`config.mk`:
```
export PLATFORM = sky130hd
export DESIGN_NAME = i2c_hardware_master
export DESIGN_NICKNAME = d
export VERILOG_FILES = /design/src/rtl/i2c_master_pkg.sv /design/src/rtl/i2c_rate_divider.sv /design/src/rtl/i2c_hardware_master.sv
export VERILOG_INCLUDE_DIRS = /design/src /design/src/rtl
export SDC_FILE = /design/constraint.sdc
export NUM_CORES = 1
export LEC_CHECK = 0
export ABC_AREA = 0
export BUFFER_PORTS_ARGS = -buffer_cell sky130_fd_sc_hd__buf_2
export CAP_MARGIN = 40
export CORE_UTILIZATION = 30
export CTS_CLUSTER_DIAMETER = 200
export DETAILED_ROUTE_END_ITERATION = 10
export PLACE_DENSITY = 0.5
export SYNTH_ARGS = -nofsm -noshare
export SYNTH_HDL_FRONTEND = slang
export SYNTH_SLANG_ARGS = --single-unit
```
`constraint.sdc`:
```
create_clock -name clock -period 2.9 [get_ports clock]
set_input_delay 0.58 -clock clock [delete_from_list [all_inputs] [get_ports clock]]
set_output_delay 0.58 -clock clock [all_outputs]
set_load 0.005 [all_outputs]
```
`src/rtl/i2c_master_regs.svh`:
```
// Register offsets, field positions, reset values and timing counts of the I2C master
`ifndef I2C_MASTER_REGS_SVH
`define I2C_MASTER_REGS_SVH
`define TX_BUF_ADDR       8'h9a
`define RX_BUF_ADDR       8'h9b
`define MODE_ADDR         8'he8
`define SLAVE_ADDR_ADDR   8'he9
`define STATUS_ADDR       8'hea
`define MODE_ENABLE_BIT   7
`define MODE_RATE_HI      6
`define MODE_RATE_LO      5
`define MODE_COUNT_HI     4
`define ST_BUSY_BIT       7
`define ST_NOACK_BIT      6
`define ST_RXPEND_BIT     5
`define ST_TXEMPTY_BIT    4
`define ST_FIFO_HI        3
`define ST_FIFO_LO        2
`define ST_TXWR_ERR_BIT   0
`define MODE_RESET        8'h00
`define SLAVE_ADDR_RESET  8'h00
`define RX_BUF_RESET      8'h00
`define SCL_BASE_DIV      16
`define QUARTERS_PER_BIT  4
`define REF_CORE_HZ       4096000
`define REF_FAST_HZ       256000
`define REF_STD_HZ        32000
`endif

```
`src/rtl/i2c_master_pkg.sv`:
```
// Types shared by the I2C master files
package i2c_master_pkg;
  typedef enum logic [1:0] {ST_IDLE, ST_START, ST_BITS, ST_STOP} master_state_t;
  typedef logic [1:0] rate_sel_t;
endpackage : i2c_master_pkg

```
`src/rtl/i2c_rate_divider.sv`:
```
// Quarter-bit tick divider for the serial clock
`timescale 1ns/1ns
`include "i2c_master_regs.svh"
module i2c_rate_divider
  import i2c_master_pkg::*;
#(
  parameter int BASE_DIV = `SCL_BASE_DIV
) (
  input  wire logic      clock,
  input  wire logic      reset,
  input  wire rate_sel_t rate,
  input  wire logic      run,
  output logic           tick
);
  logic [7:0] count_q;

  function automatic logic [7:0] quarter_len(input rate_sel_t r);
    quarter_len = 8'((BASE_DIV / `QUARTERS_PER_BIT) << r);
  endfunction : quarter_len

  // core clock over 16 times two to the rate
  always_ff @(posedge clock or posedge reset) begin
    if (reset) begin
      count_q <= 8'h00;
      tick    <= 1'b0;
    end else if (!run) begin
      count_q <= 8'h00;
      tick    <= 1'b0;
    end else if (count_q >= quarter_len(rate) - 8'h01) begin
      count_q <= 8'h00;
      tick    <= 1'b1;
    end else begin
      count_q <= count_q + 8'h01;
      tick    <= 1'b0;
    end
  end
endmodule : i2c_rate_divider

```
`src/rtl/i2c_hardware_master.sv`:
```
// I2C hardware master sharing pins and registers with the SPI port
`timescale 1ns/1ns
`include "i2c_master_regs.svh"
module i2c_hardware_master
  import i2c_master_pkg::*;
(
  input  wire logic       clock,
  input  wire logic       reset,
  input  wire logic [7:0] sfr_addr,
  input  wire logic       sfr_wr,
  input  wire logic       sfr_rd,
  input  wire logic [7:0] sfr_wdata,
  output logic      [7:0] sfr_rdata,
  input  wire logic       serial_port_select,
  input  wire logic       spi_sclk_out,
  input  wire logic       spi_sclk_oe,
  input  wire logic       spi_mosi_out,
  input  wire logic       spi_mosi_oe,
  input  wire logic       scl_in,
  output logic            scl_out,
  output logic            scl_oe,
  input  wire logic       serial_data_pin_in,
  output logic            serial_data_pin_out,
  output logic            serial_data_pin_oe
);
  logic [7:0]    mode_q, addr_q, rx_buf_q, tx_buf_q, shift_q;
  logic          tx_full_q, start_pend_q, noack_q, rxpend_q, txempty_q, txwr_err_q;
  logic [2:0]    scl_s_q, sda_s_q;
  logic          scl_f_q, sda_f_q, scl_low_q, sda_low_q, lost_q, ack_q;
  logic [1:0]    phase_q;
  logic [3:0]    bit_cnt_q;
  logic [4:0]    rx_left_q;
  logic          is_addr_q;
  master_state_t state_q;
  logic          tick, enabled, sending, drive_bit, byte_end, load_tx, set_noack, set_rx;
  logic          wr_tx, wr_mode, wr_addr, wr_stat, stall;

  // register decode at the shared locations
  always_comb begin
    wr_tx   = 1'b0;
    wr_mode = 1'b0;
    wr_addr = 1'b0;
    wr_stat = 1'b0;
    if (sfr_wr && sfr_addr == `TX_BUF_ADDR) begin
      wr_tx = 1'b1;
    end else if (sfr_wr && sfr_addr == `MODE_ADDR) begin
      wr_mode = 1'b1;
    end else if (sfr_wr && sfr_addr == `SLAVE_ADDR_ADDR) begin
      wr_addr = 1'b1;
    end else if (sfr_wr && sfr_addr == `STATUS_ADDR) begin
      wr_stat = 1'b1;
    end
  end

  assign enabled = mode_q[`MODE_ENABLE_BIT] && serial_port_select;
  // bit 0 of the address byte is the direction
  assign sending = is_addr_q || !addr_q[0];
  assign drive_bit = (bit_cnt_q < 4'd8) ? (sending ? shift_q[7] : 1'b1)
                                        : (sending ? 1'b1 : (rx_left_q == 5'd0));
  // Clock-high wait sits just before the fall and before the stop's data release: pin sync lags a whole quarter at the fastest rate
  assign stall = !scl_f_q && ((state_q == ST_BITS && phase_q == 2'd3) || (state_q == ST_STOP && phase_q == 2'd2));
  assign byte_end = tick && !stall && state_q == ST_BITS && phase_q == 2'd3 && bit_cnt_q == 4'd8;
  // next write byte comes from the transmit buffer
  assign load_tx = byte_end && !lost_q && sending && ack_q && !addr_q[0] && tx_full_q;
  // missing acknowledge detected at byte end
  assign set_noack = byte_end && !lost_q && sending && !ack_q;
  assign set_rx = byte_end && !lost_q && !sending;

  // tick is a quarter of the serial clock period
  // 4 cycles a quarter at rate 0, 32 at rate 3
  i2c_rate_divider #(.BASE_DIV(`SCL_BASE_DIV)) u_div (
    .clock (clock),
    .reset (reset),
    .rate  (mode_q[`MODE_RATE_HI:`MODE_RATE_LO]),
    .run   (state_q != ST_IDLE || start_pend_q),
    .tick  (tick)
  );

  // Pins are outside our clock; a level counts once stages two and three agree
  always_ff @(posedge clock or posedge reset) begin
    if (reset) begin
      scl_s_q <= 3'h7;
      sda_s_q <= 3'h7;
      scl_f_q <= 1'b1;
      sda_f_q <= 1'b1;
    end else begin
      scl_s_q <= {scl_s_q[1:0], scl_in};
      sda_s_q <= {sda_s_q[1:0], serial_data_pin_in};
      if (scl_s_q[1] == scl_s_q[2]) begin
        scl_f_q <= scl_s_q[2];
      end
      if (sda_s_q[1] == sda_s_q[2]) begin
        sda_f_q <= sda_s_q[2];
      end
    end
  end

  always_ff @(posedge clock or posedge reset) begin
    if (reset) begin
      mode_q <= `MODE_RESET;
      addr_q <= `SLAVE_ADDR_RESET;
    end else begin
      if (wr_mode) begin
        mode_q <= sfr_wdata;
      end
      if (wr_addr) begin
        addr_q <= sfr_wdata;
      end
    end
  end

  // address write launches a transfer when enabled
  always_ff @(posedge clock or posedge reset) begin
    if (reset) begin
      start_pend_q <= 1'b0;
    end else if (wr_addr && enabled) begin
      start_pend_q <= 1'b1;
    end else if (state_q == ST_START || !enabled) begin
      start_pend_q <= 1'b0;
    end
  end

  // A write into a full buffer is refused, the byte is lost and the error flag tells why
  always_ff @(posedge clock or posedge reset) begin
    if (reset) begin
      tx_buf_q  <= 8'h00;
      tx_full_q <= 1'b0;
    end else if (wr_tx && !tx_full_q) begin
      tx_buf_q  <= sfr_wdata;
      tx_full_q <= 1'b1;
    end else if (load_tx) begin
      tx_full_q <= 1'b0;
    end
  end

  // Hardware set wins over a software clear in the same cycle
  always_ff @(posedge clock or posedge reset) begin
    if (reset) begin
      noack_q    <= 1'b0;
      rxpend_q   <= 1'b0;
      txempty_q  <= 1'b0;
      txwr_err_q <= 1'b0;
    end else begin
      noack_q    <= set_noack || (noack_q && !(wr_stat && !sfr_wdata[`ST_NOACK_BIT]));
      rxpend_q   <= set_rx || (rxpend_q && !(wr_stat && !sfr_wdata[`ST_RXPEND_BIT]));
      txempty_q  <= load_tx || (txempty_q && !(wr_stat && !sfr_wdata[`ST_TXEMPTY_BIT]));
      txwr_err_q <= (wr_tx && tx_full_q) || (txwr_err_q && !(wr_stat && !sfr_wdata[`ST_TXWR_ERR_BIT]));
    end
  end

  // start, address, data on ack, stop
  always_ff @(posedge clock or posedge reset) begin
    if (reset) begin
      state_q   <= ST_IDLE;
      phase_q   <= 2'd0;
      bit_cnt_q <= 4'd0;
      shift_q   <= 8'h00;
      rx_left_q <= 5'd0;
      is_addr_q <= 1'b0;
      scl_low_q <= 1'b0;
      sda_low_q <= 1'b0;
      lost_q    <= 1'b0;
      ack_q     <= 1'b0;
      rx_buf_q  <= `RX_BUF_RESET;
    end else if (tick && !stall) begin
      phase_q <= phase_q + 2'd1;
      case (state_q)
        ST_IDLE: begin
          phase_q <= 2'd0;
          // only an idle bus may be claimed
          if (start_pend_q && scl_f_q && sda_f_q) begin
            state_q <= ST_START;
          end
        end
        ST_START: begin
          if (phase_q == 2'd1) begin
            sda_low_q <= 1'b1;
          end else if (phase_q == 2'd2) begin
            scl_low_q <= 1'b1;
            shift_q   <= addr_q;
            is_addr_q <= 1'b1;
            lost_q    <= 1'b0;
            bit_cnt_q <= 4'd0;
            rx_left_q <= mode_q[`MODE_COUNT_HI:0];
            state_q   <= ST_BITS;
            phase_q   <= 2'd0;
          end
        end
        ST_BITS: begin
          if (phase_q == 2'd0) begin
            sda_low_q <= !drive_bit;
          end else if (phase_q == 2'd1) begin
            scl_low_q <= 1'b0;
          end else if (phase_q == 2'd2) begin
            if (bit_cnt_q < 4'd8) begin
              shift_q <= {shift_q[6:0], sda_f_q};
            end else begin
              ack_q <= !sda_f_q;
            end
            // a released line seen low means another master won
            if (drive_bit && !sda_f_q && (bit_cnt_q < 4'd8) == sending) begin
              lost_q <= 1'b1;
            end
          end else begin
            scl_low_q <= 1'b1;
            bit_cnt_q <= bit_cnt_q + 4'd1;
            if (bit_cnt_q == 4'd8) begin
              bit_cnt_q <= 4'd0;
              is_addr_q <= 1'b0;
              if (lost_q) begin
                scl_low_q <= 1'b0;
                sda_low_q <= 1'b0;
                state_q   <= ST_IDLE;
              end else if (sending) begin
                // read continues after the address, write needs a full buffer
                if (!ack_q) begin
                  state_q <= ST_STOP;
                end else if (addr_q[0]) begin
                  shift_q <= 8'hff;
                end else if (tx_full_q) begin
                  shift_q <= tx_buf_q;
                end else begin
                  state_q <= ST_STOP;
                end
              end else begin
                // stop after count plus one bytes
                rx_buf_q <= shift_q;
                if (rx_left_q == 5'd0) begin
                  state_q <= ST_STOP;
                end else begin
                  rx_left_q <= rx_left_q - 5'd1;
                end
              end
            end
          end
        end
        ST_STOP: begin
          if (phase_q == 2'd0) begin
            sda_low_q <= 1'b1;
          end else if (phase_q == 2'd1) begin
            scl_low_q <= 1'b0;
          end else if (phase_q == 2'd2) begin
            sda_low_q <= 1'b0;
          end else begin
            state_q <= ST_IDLE;
          end
        end
        default: state_q <= ST_IDLE;
      endcase
    end
  end

  // read data registered; unmapped and write-only offsets read zero
  always_ff @(posedge clock or posedge reset) begin
    if (reset) begin
      sfr_rdata <= 8'h00;
    end else if (sfr_rd) begin
      if (sfr_addr == `RX_BUF_ADDR) begin
        sfr_rdata <= rx_buf_q;
      end else if (sfr_addr == `MODE_ADDR) begin
        sfr_rdata <= mode_q;
      end else if (sfr_addr == `SLAVE_ADDR_ADDR) begin
        sfr_rdata <= addr_q;
      end else if (sfr_addr == `STATUS_ADDR) begin
        sfr_rdata <= {state_q != ST_IDLE || start_pend_q, noack_q, rxpend_q, txempty_q,
                      {2{addr_q[0] ? rxpend_q : tx_full_q}}, 1'b0, txwr_err_q};
      end else begin
        sfr_rdata <= 8'h00;
      end
    end
  end

  // I2C side only ever pulls low
  assign scl_out             = serial_port_select ? 1'b0 : spi_sclk_out;
  assign scl_oe              = serial_port_select ? scl_low_q : spi_sclk_oe;
  assign serial_data_pin_out = serial_port_select ? 1'b0 : spi_mosi_out;
  assign serial_data_pin_oe  = serial_port_select ? sda_low_q : spi_mosi_oe;
endmodule : i2c_hardware_master

```
==> results by group, run 1 <==
Synthesis
  – Register bit count reported by yosys: approximately 90
  – Synth area leaders: sky130_fd_sc_hd__dfrtp_1 43%, sky130_fd_sc_hd__mux2_2 10%, sky130_fd_sc_hd__ha_1 5.0%, sky130_fd_sc_hd__dfstp_2 4.5%, sky130_fd_sc_hd__o21ai_0 3.0%
  – Gate count after technology mapping: 450
  – Yosys top cell area share: between 40% and 50%
  – Library cells used by synthesis: 66
  – Synthesized netlist net count: 496
  – Primary flip-flop cell chosen by synthesis mapping: sky130_fd_sc_hd__dfrtp_1
  – Total number of yosys warnings: 0
  – Area of the mapped netlist: ~4700 um2
  – Share of synthesized flip-flops with an asynchronous set or reset: 100%
  – EDFF count, synth: 0
  – Synthesized area divided by synthesized cell count: 10.5 um2
  – Synth top cells by count: 81 x sky130_fd_sc_hd__dfrtp_1, 43 x sky130_fd_sc_hd__mux2_2, 34 x sky130_fd_sc_hd__nor2_1, 28 x sky130_fd_sc_hd__o21ai_0, 27 x sky130_fd_sc_hd__nand2_1
  – Fraction of the yosys area taken by sequential cells: approximately 47%
  – Cell taking the most area after synthesis: sky130_fd_sc_hd__dfrtp_1
  – Most common cell in the synthesized netlist: sky130_fd_sc_hd__dfrtp_1

Detailed routing
  – Detailed Routing Iterations Pass 1: 4
  – Routed wire length on met3: between 300 and 400 um
  – Highest layer used for signal routing: met4
  – Post-Route WL: ~11000 um
  – Detail-routed net length per standard cell: 15.8 um
  – Drt drc: 0
  – Vias per cell: 4.96
  – DR iter-0 viols: ~310
  – Met2 layer wire length in the routed design: approximately 5000 um
  – Wire length on met1: 5440 um
  – Vias: 3474
  – Remaining antenna violation count after routing: 0

STA
  – Max-slew violation total from the final report: 0
  – Final setup skew: slightly above 0.01 ns
  – Minimum clock period after layout: roughly 2.4 ns
  – Measured slew at the worst slew-check pin: between 0.5 and 0.6 ns
  – Share of the clock period used by the worst path after layout: a little over four fifths
  – Unrepaired setup endpoints after global routing: no
  – Fmax: between 400 and 500 MHz
  – Number of hold violations in the final report: 0
  – Final setup violation count: 0
  – Worst relative slew slack: 62.2%
  – Setup total negative slack: 0 ns

Clock tree
  – Insertion delay to the later sink of the worst-skew pair: roughly 0.34 ns
  – Clock slew at the register clock pins of the worst setup and hold paths: ~0.07 ns
  – Clock Path Buffers: 2
  – Root buffer selected by CTS: sky130_fd_sc_hd__clkbuf_16
  – TritonCTS clock tree: built
  – Post-cts sizing count: 0
  – H-tree depth: 3
  – Setup Buffers After CTS: 0
  – TritonCTS buffer count: 9
  – Post-CTS Hold Buffers: 0
  – # clock sinks: a little under 90

Status
  – Result of the run: completed

Run
  – Max-cap violation count: 0

Worst setup path
  – Critical path launch point type: flip-flop
  – Max stage delay cell, worst path: sky130_fd_sc_hd__dfrtp_1
  – Worst Setup End Kind: flip-flop
  – Worst stage delay on the critical path: 0.42 ns
  – Required time at the endpoint of the critical path: roughly 3.1 ns
  – Setup Crit Path Kind: flip-flop to flip-flop
  – Largest fanout on the critical path: 19
  – Cell Chain, Critical Path: inv_1 -> ha_1 -> a22oi_2 -> o21a_2 -> nand4_4 -> or2_1 -> o41ai_1
  – Data arrival time of the critical path: ~2.7 ns

Global route
  – Initial antenna violation count: 0
  – Vias in the first global route: around 3400
  – First-pass GRT wire length: 17900 um
  – Total global routing overflow: 0
  – Largest net degree at the start of global routing: 42
  – Overall routing resource usage: 14.4%

Pwr
  – Reg power frac: ~50%
  – Cell internal power dissipation: a little over 2 mW
  – Part of the total power dissipated in the clock network: between 40% and 50%
  – Leak pwr: between 2 and 2.5 nW
  – Fraction of power consumed by combinational cells: roughly 6.3%
  – Worst IR Drop VDD: approximately 0.28 mV
  – Sw Pwr: 588 uW
  – Power density over the cells: approximately 480 nW/um2
  – Sw Ratio: around 23%

Finish
  – NumNets Final: 530
  – Util after Layout: a little over a third
  – Layout overhead on the synthesized area: 15.3%
  – Count of antenna diodes in the layout: 0
  – Proportion of layout cells with a drive suffix above 1: 24.9%

Worst hold path
  – Min-delay worst type: primary input to asynchronous set/reset pin

Floorplanning
  – IO Count: 39
  – FP Rows: 45
  – Effective utilization at floorplan: between 30% and 40%
  – Y dimension of the die: approximately 130 um
  – Width of the chip: about 130 um
  – Core region area: 15300 um2
  – Die outline area: around 16000 um2

Placed design
  – Post-DP HPWL: roughly 8300 um
  – Final weighted congestion in routability-driven placement: approximately 0.8
  – # port buffers: 38
state kept, by name, indices dropped and copies added (netlist names), 2 cells and up:
register       flops
addr_q             8
mode_q             8
rx_buf_q           8
sfr_rdata          8
shift_q            8
tx_buf_q           8
u_div.count_q      8
rx_left_q          5
bit_cnt_q          4
scl_s_q            3
sda_s_q            3
phase_q            2
state_q            2
cell type report:
cell class              count  area [um2]
well taps                 211         264
repair buffers             47         270
clock buffers              14         284
fillers                  1555        9820
flip-flops and latches     89        2240
multi-input cells         319        2300
inverters                  18        68.8
clock inverters             2        10.0
worst paths after layout:
kind / from / endpoint / slack (ns) / depth (start not counted)
max in group asynchronous: reset / scl_s_q[0]$_DFF_PP1_ / 1.93 / 3
max: phase_q[0]$_DFFE_PP0N_ / bit_cnt_q[3]$_DFFE_PP0P_ / 0.45 / 7
min reg2reg: sda_s_q[0]$_DFF_PP1_ / sda_s_q[1]$_DFF_PP1_ / 0.36 / 0
min in group clock: serial_data_pin_in / sda_s_q[0]$_DFF_PP1_ / 0.34 / 1
max reg2reg: phase_q[0]$_DFFE_PP0N_ / bit_cnt_q[3]$_DFFE_PP0P_ / 0.45 / 7
min: reset / u_div.count_q[5]$_DFF_PP0_ / 0.28 / 2
metal layers:
metal / up-vias / GRT usage (%)
li1: 1683 / -
met1: 1720 / 19.7
met2: 61 / 22.8
met3: 10 / 3.56
met4: 0 / 3.22
met5: - / 0
cells by family after synthesis:
kind of cell,after synthesis,synth area share (%)
other cells,2,0.159
simple gates,133,14.8
xor+xnor,5,0.929
fa+ha+maj,21,5.46
mux,55,13.0
buf+inv,42,3.77
compound gates,103,14.4
flops,89,47.4
power groups by stage:
stage	Clock [mW]	Sequential (mW)	Combinational [mW]
after global routing	1.22	1.31	0.187
after floorplan	0	1.32	0.102
final	1.14	1.30	0.165
after global placement	0	1.32	0.167
after CTS	1.17	1.30	0.169
after detailed placement	0	1.33	0.169
critical path, delay by kind of cell, from the launching register on:
kind	cells	cell delay, ns
and+or+nand+nor	2	0.62
AOI/OAI and AO/OA	3	0.85
DFF	1	0.42
adders and majority gates	1	0.34
buffers and inverters	1	0.11
through the flow:
step / power (mW) / worst slack [ns] / std cells / instance area [um2] / hold WS, ns
after floorplan: 1.42 / 0.0263 / 450 / 4720 / 0.345
after global placement: 1.49 / 0.525 / 684 / 5140 / 0.350
after detailed placement: 1.49 / 0.471 / 684 / 5140 / 0.349
after CTS: 2.65 / 0.445 / 700 / 5440 / 0.287
after global routing: 2.71 / 0.192 / 700 / 5440 / 0.311
final: 2.61 / 0.450 / 700 / 5440 / 0.277
cell usage in the layout (no fill, tap or decap), types with 4 or more instances in the layout:
cell type and instances:
sky130_fd_sc_hd__a22oi_1 5, sky130_fd_sc_hd__mux2i_1 4, sky130_fd_sc_hd__buf_2 38, sky130_fd_sc_hd__or3_1 4, sky130_fd_sc_hd__inv_1 17, sky130_fd_sc_hd__mux2_1 8
sky130_fd_sc_hd__and3_1 4, sky130_fd_sc_hd__o22ai_1 5, sky130_fd_sc_hd__nor3_1 15, sky130_fd_sc_hd__o21ai_0 28, sky130_fd_sc_hd__nand2b_1 6, sky130_fd_sc_hd__nor2_1 34
sky130_fd_sc_hd__nor2b_1 9, sky130_fd_sc_hd__o41ai_1 4, sky130_fd_sc_hd__mux2_2 43, sky130_fd_sc_hd__nand3_1 12, sky130_fd_sc_hd__a31oi_1 4, sky130_fd_sc_hd__clkbuf_16 9
sky130_fd_sc_hd__buf_4 8, sky130_fd_sc_hd__a21oi_1 24, sky130_fd_sc_hd__o22a_1 10, sky130_fd_sc_hd__ha_1 19, sky130_fd_sc_hd__a221oi_1 5, sky130_fd_sc_hd__dfrtp_1 81
sky130_fd_sc_hd__dfstp_2 8, sky130_fd_sc_hd__nand2_1 27, sky130_fd_sc_hd__clkbuf_8 4
Note: power is estimated with default switching activity, not from simulation.
==> run 2: changes to the inputs <==
- PLACE_DENSITY: 0.5 -> 0.49
- clock period: 2.9 -> 2.5 ns (I/O delays scaled with it)
==> run 2 against run 1 <==
Combinational power grew 21%. Via count grew 3.1%. Sequential share of layout area shrank 0.54 points. Worst hold slack lost 0.021 ns. Clock skew shrank 0.0034 ns.
==> results by group, run 2 (synthesis results as in run 1) <==
Status
  – Result of the run: completed (unchanged)

Pwr
  – Worst IR Drop VDD: 0.358 mV (was 0.282 mV)
  – Leak pwr: 2.46 nW (was 2.43 nW)
  – Total power: 2.96 mW (was 2.61 mW)
  – Power density over the cells: 537 nW/um2 (was 479 nW/um2)

Floorplanning
  – Core region area: 15300 um2 (unchanged)
  – Die outline area: 16200 um2 (unchanged)
  – FP Rows: 45 (unchanged)
  – Y dimension of the die: 127 um (unchanged)
  – Effective utilization at floorplan: 30.9% (unchanged)
  – Width of the chip: 127 um (unchanged)
  – IO Count: 39 (unchanged)

Finish
  – Commonest cells after routing, fill and taps aside: 81 x sky130_fd_sc_hd__dfrtp_1, 43 x sky130_fd_sc_hd__mux2_2, 38 x sky130_fd_sc_hd__buf_2 (unchanged)
  – Post-route standard cell area excluding fillers: 5510 um2 (was 5440 um2)
  – Most frequent standard cell in the layout excluding fill and tap cells: sky130_fd_sc_hd__dfrtp_1 (unchanged)
  – Util after Layout: 36.1% (was 35.6%)
  – Layout overhead on the synthesized area: 16.8% (was 15.3%)
  – Count of antenna diodes in the layout: 0 (unchanged)
  – Proportion of layout cells with a drive suffix above 1: 26.7% (was 24.9%)
  – Final standard cell count with taps included and fillers excluded: 709 (was 700)
  – NumNets Final: 539 (was 530)

Clock tree
  – TritonCTS clock tree: built (unchanged)
  – Root buffer selected by CTS: sky130_fd_sc_hd__clkbuf_16 (unchanged)
  – Setup Buffers After CTS: 0 (unchanged)
  – TritonCTS buffer count: 9 (unchanged)
  – Clock slew at the register clock pins of the worst setup and hold paths: 0.06 ns (was 0.07 ns)
  – H-tree depth: 3 (unchanged)
  – Clock Path Buffers: 2 (unchanged)
  – # clock sinks: 89 (unchanged)
  – Insertion delay to the later sink of the worst-skew pair: 0.34 ns (about the same)

Global route
  – Total global routing overflow: 0 (unchanged)
  – Overall routing resource usage: 15.3% (was 14.4%)
  – Vias in the first global route: 3636 (was 3361)
  – First-pass GRT wire length: 19200 um (was 17900 um)
  – Largest net degree at the start of global routing: 32 (was 42)
  – Initial antenna violation count: 0 (unchanged)

STA
  – Worst Slack Setup Final: 0.254 ns (was 0.450 ns)
  – Share of the clock period used by the worst path after layout: 89.9% (was 84.5%)
  – Fmax: 445 MHz (was 408 MHz)
  – Final setup skew: 0.00682 ns (was 0.0102 ns)
  – Max-slew violation total from the final report: 0 (unchanged)
  – Number of hold violations in the final report: 0 (unchanged)
  – Worst relative slew slack: 48.5% (was 62.2%)
  – Final setup violation count: 0 (unchanged)
  – Worst slack on hold paths: 0.256 ns (was 0.277 ns)
  – Setup total negative slack: 0 ns (unchanged)
  – Unrepaired setup endpoints after global routing: no (unchanged)
  – Measured slew at the worst slew-check pin: 0.770 ns (was 0.566 ns)
  – Minimum clock period after layout: 2.25 ns (was 2.45 ns)

Detailed routing
  – Detailed Routing Iterations Pass 1: 4 (unchanged)
  – Post-Route WL: 11400 um (was 11100 um)
  – Remaining antenna violation count after routing: 0 (unchanged)
  – Vias per cell: 5.05 (was 4.96)
  – Vias: 3583 (was 3474)
  – DR iter-0 viols: 176 (was 307)
  – Drt drc: 0 (unchanged)
  – Detail-routed net length per standard cell: 16.1 um (was 15.8 um)

Run
  – Max-cap violation count: 0 (unchanged)

Placed design
  – Post-DP HPWL: 8490 um (was 8330 um)
  – Final weighted congestion in routability-driven placement: 0.771 (was 0.805)
  – Placed Instance Area: 5240 um2 (was 5140 um2)
  – Worst setup slack before clock tree synthesis: 0.159 ns (was 0.471 ns)
  – Count of placed standard cells including taps: 693 (was 684)
  – # port buffers: 38 (unchanged)

Worst setup path
  – Capturing point of the worst reg2reg path: rx_left_q[3]$_DFFE_PP0P_ (was bit_cnt_q[3]$_DFFE_PP0P_)
  – Critical path launch point type: flip-flop (unchanged)
  – Setup Crit Path Kind: flip-flop to flip-flop (unchanged)
  – Cells on worst reg2reg path: 7 (unchanged)
  – Required time at the endpoint of the critical path: 2.73 ns (was 3.12 ns)
  – Largest fanout on the critical path: 11 (was 19)
  – Worst reg2reg setup slack: 0.25 ns (was 0.45 ns)
  – Worst Setup End Kind: flip-flop (unchanged)
  – Data arrival time of the critical path: 2.48 ns (was 2.67 ns)
  – Origin of the critical flop-to-flop path: phase_q[0]$_DFFE_PP0N_ (unchanged)

Worst hold path
  – Startpoint of the lowest-slack hold path: scl_in
  – Endpoint of the worst hold-timing path: scl_s_q[0]$_DFF_PP1_
  – Min-delay worst type: primary input to flip-flop (was primary input to asynchronous set/reset pin)
  – Depth of the worst hold-timing path: 1
## run 2: cell count changes in the layout (fill, tap and decap cells not counted)
cell,previous run,this run
sky130_fd_sc_hd__clkinv_2,3,4
sky130_fd_sc_hd__buf_4,8,15
sky130_fd_sc_hd__clkinvlp_4,0,1
sky130_fd_sc_hd__clkbuf_8,4,1
sky130_fd_sc_hd__ha_1,19,17
sky130_fd_sc_hd__clkbuf_1,1,2
sky130_fd_sc_hd__buf_12,1,3
sky130_fd_sc_hd__and4bb_1,1,0
sky130_fd_sc_hd__ha_2,0,2
sky130_fd_sc_hd__and4bb_2,1,2
## run 2: worst max-delay path by stage
stage | start | to | slack (ns) | cells past startpoint
global placement | phase_q[0]$_DFFE_PP0N_ | rx_buf_q[4]$_DFFE_PP0P_ | 0.24 | 8
CTS | phase_q[0]$_DFFE_PP0N_ | rx_left_q[3]$_DFFE_PP0P_ | 0.14 | 7
floorplan | phase_q[0]$_DFFE_PP0N_ | rx_left_q[3]$_DFFE_PP0P_ | 0.41 | 8
detailed placement | phase_q[0]$_DFFE_PP0N_ | rx_left_q[3]$_DFFE_PP0P_ | 0.16 | 7
global route | phase_q[0]$_DFFE_PP0N_ | rx_left_q[3]$_DFFE_PP0P_ | 0.11 | 7
finish | phase_q[0]$_DFFE_PP0N_ | rx_left_q[3]$_DFFE_PP0P_ | 0.25 | 7
## run 2: timing repair
item | in CTS | in global routing
hold buffers | 0 | 0
endpoints found under the setup margin | 0 | 2
resized for setup | 0 | 3
## run 2: layout make-up
type	instances	area, um2
flip-flops and latches	89	2240
well taps	211	264
multi-input cells	319	2310
inverters	18	71.3
clock inverters	4	20.0
clock buffers	12	246
repair buffers	56	363
fillers	1523	9750
## run 2: power by group
| part | switching [mW] | total (mW) | internal, mW |
|---|---|---|---|
| Combinational | 0.115 | 0.200 | 0.0844 |
| Clock | 0.552 | 1.25 | 0.695 |
| Sequential | 0.0288 | 1.51 | 1.48 |
| Total | 0.696 | 2.96 | 2.26 |
## run 2: critical path, cell delays in order (launching register included)
cell and delay, ns:
sky130_fd_sc_hd__dfrtp_1 0.42, sky130_fd_sc_hd__inv_1 0.12, sky130_fd_sc_hd__ha_2 0.28, sky130_fd_sc_hd__and4bb_2 0.37, sky130_fd_sc_hd__nand4b_1 0.12, sky130_fd_sc_hd__or4_1 0.45
sky130_fd_sc_hd__o22a_1 0.21, sky130_fd_sc_hd__o22a_1 0.17
## run 2: layer usage
| metal | track usage [%] | vias up | routed length (um) |
|---|---|---|---|
| met5 | 0 | - | 0 |
| met3 | 3.60 | 14 | 519 |
| li1 | - | 1701 | - |
| met1 | 20.5 | 1786 | 5370 |
| met2 | 24.9 | 82 | 5380 |
| met4 | 3.99 | 0 | 141 |
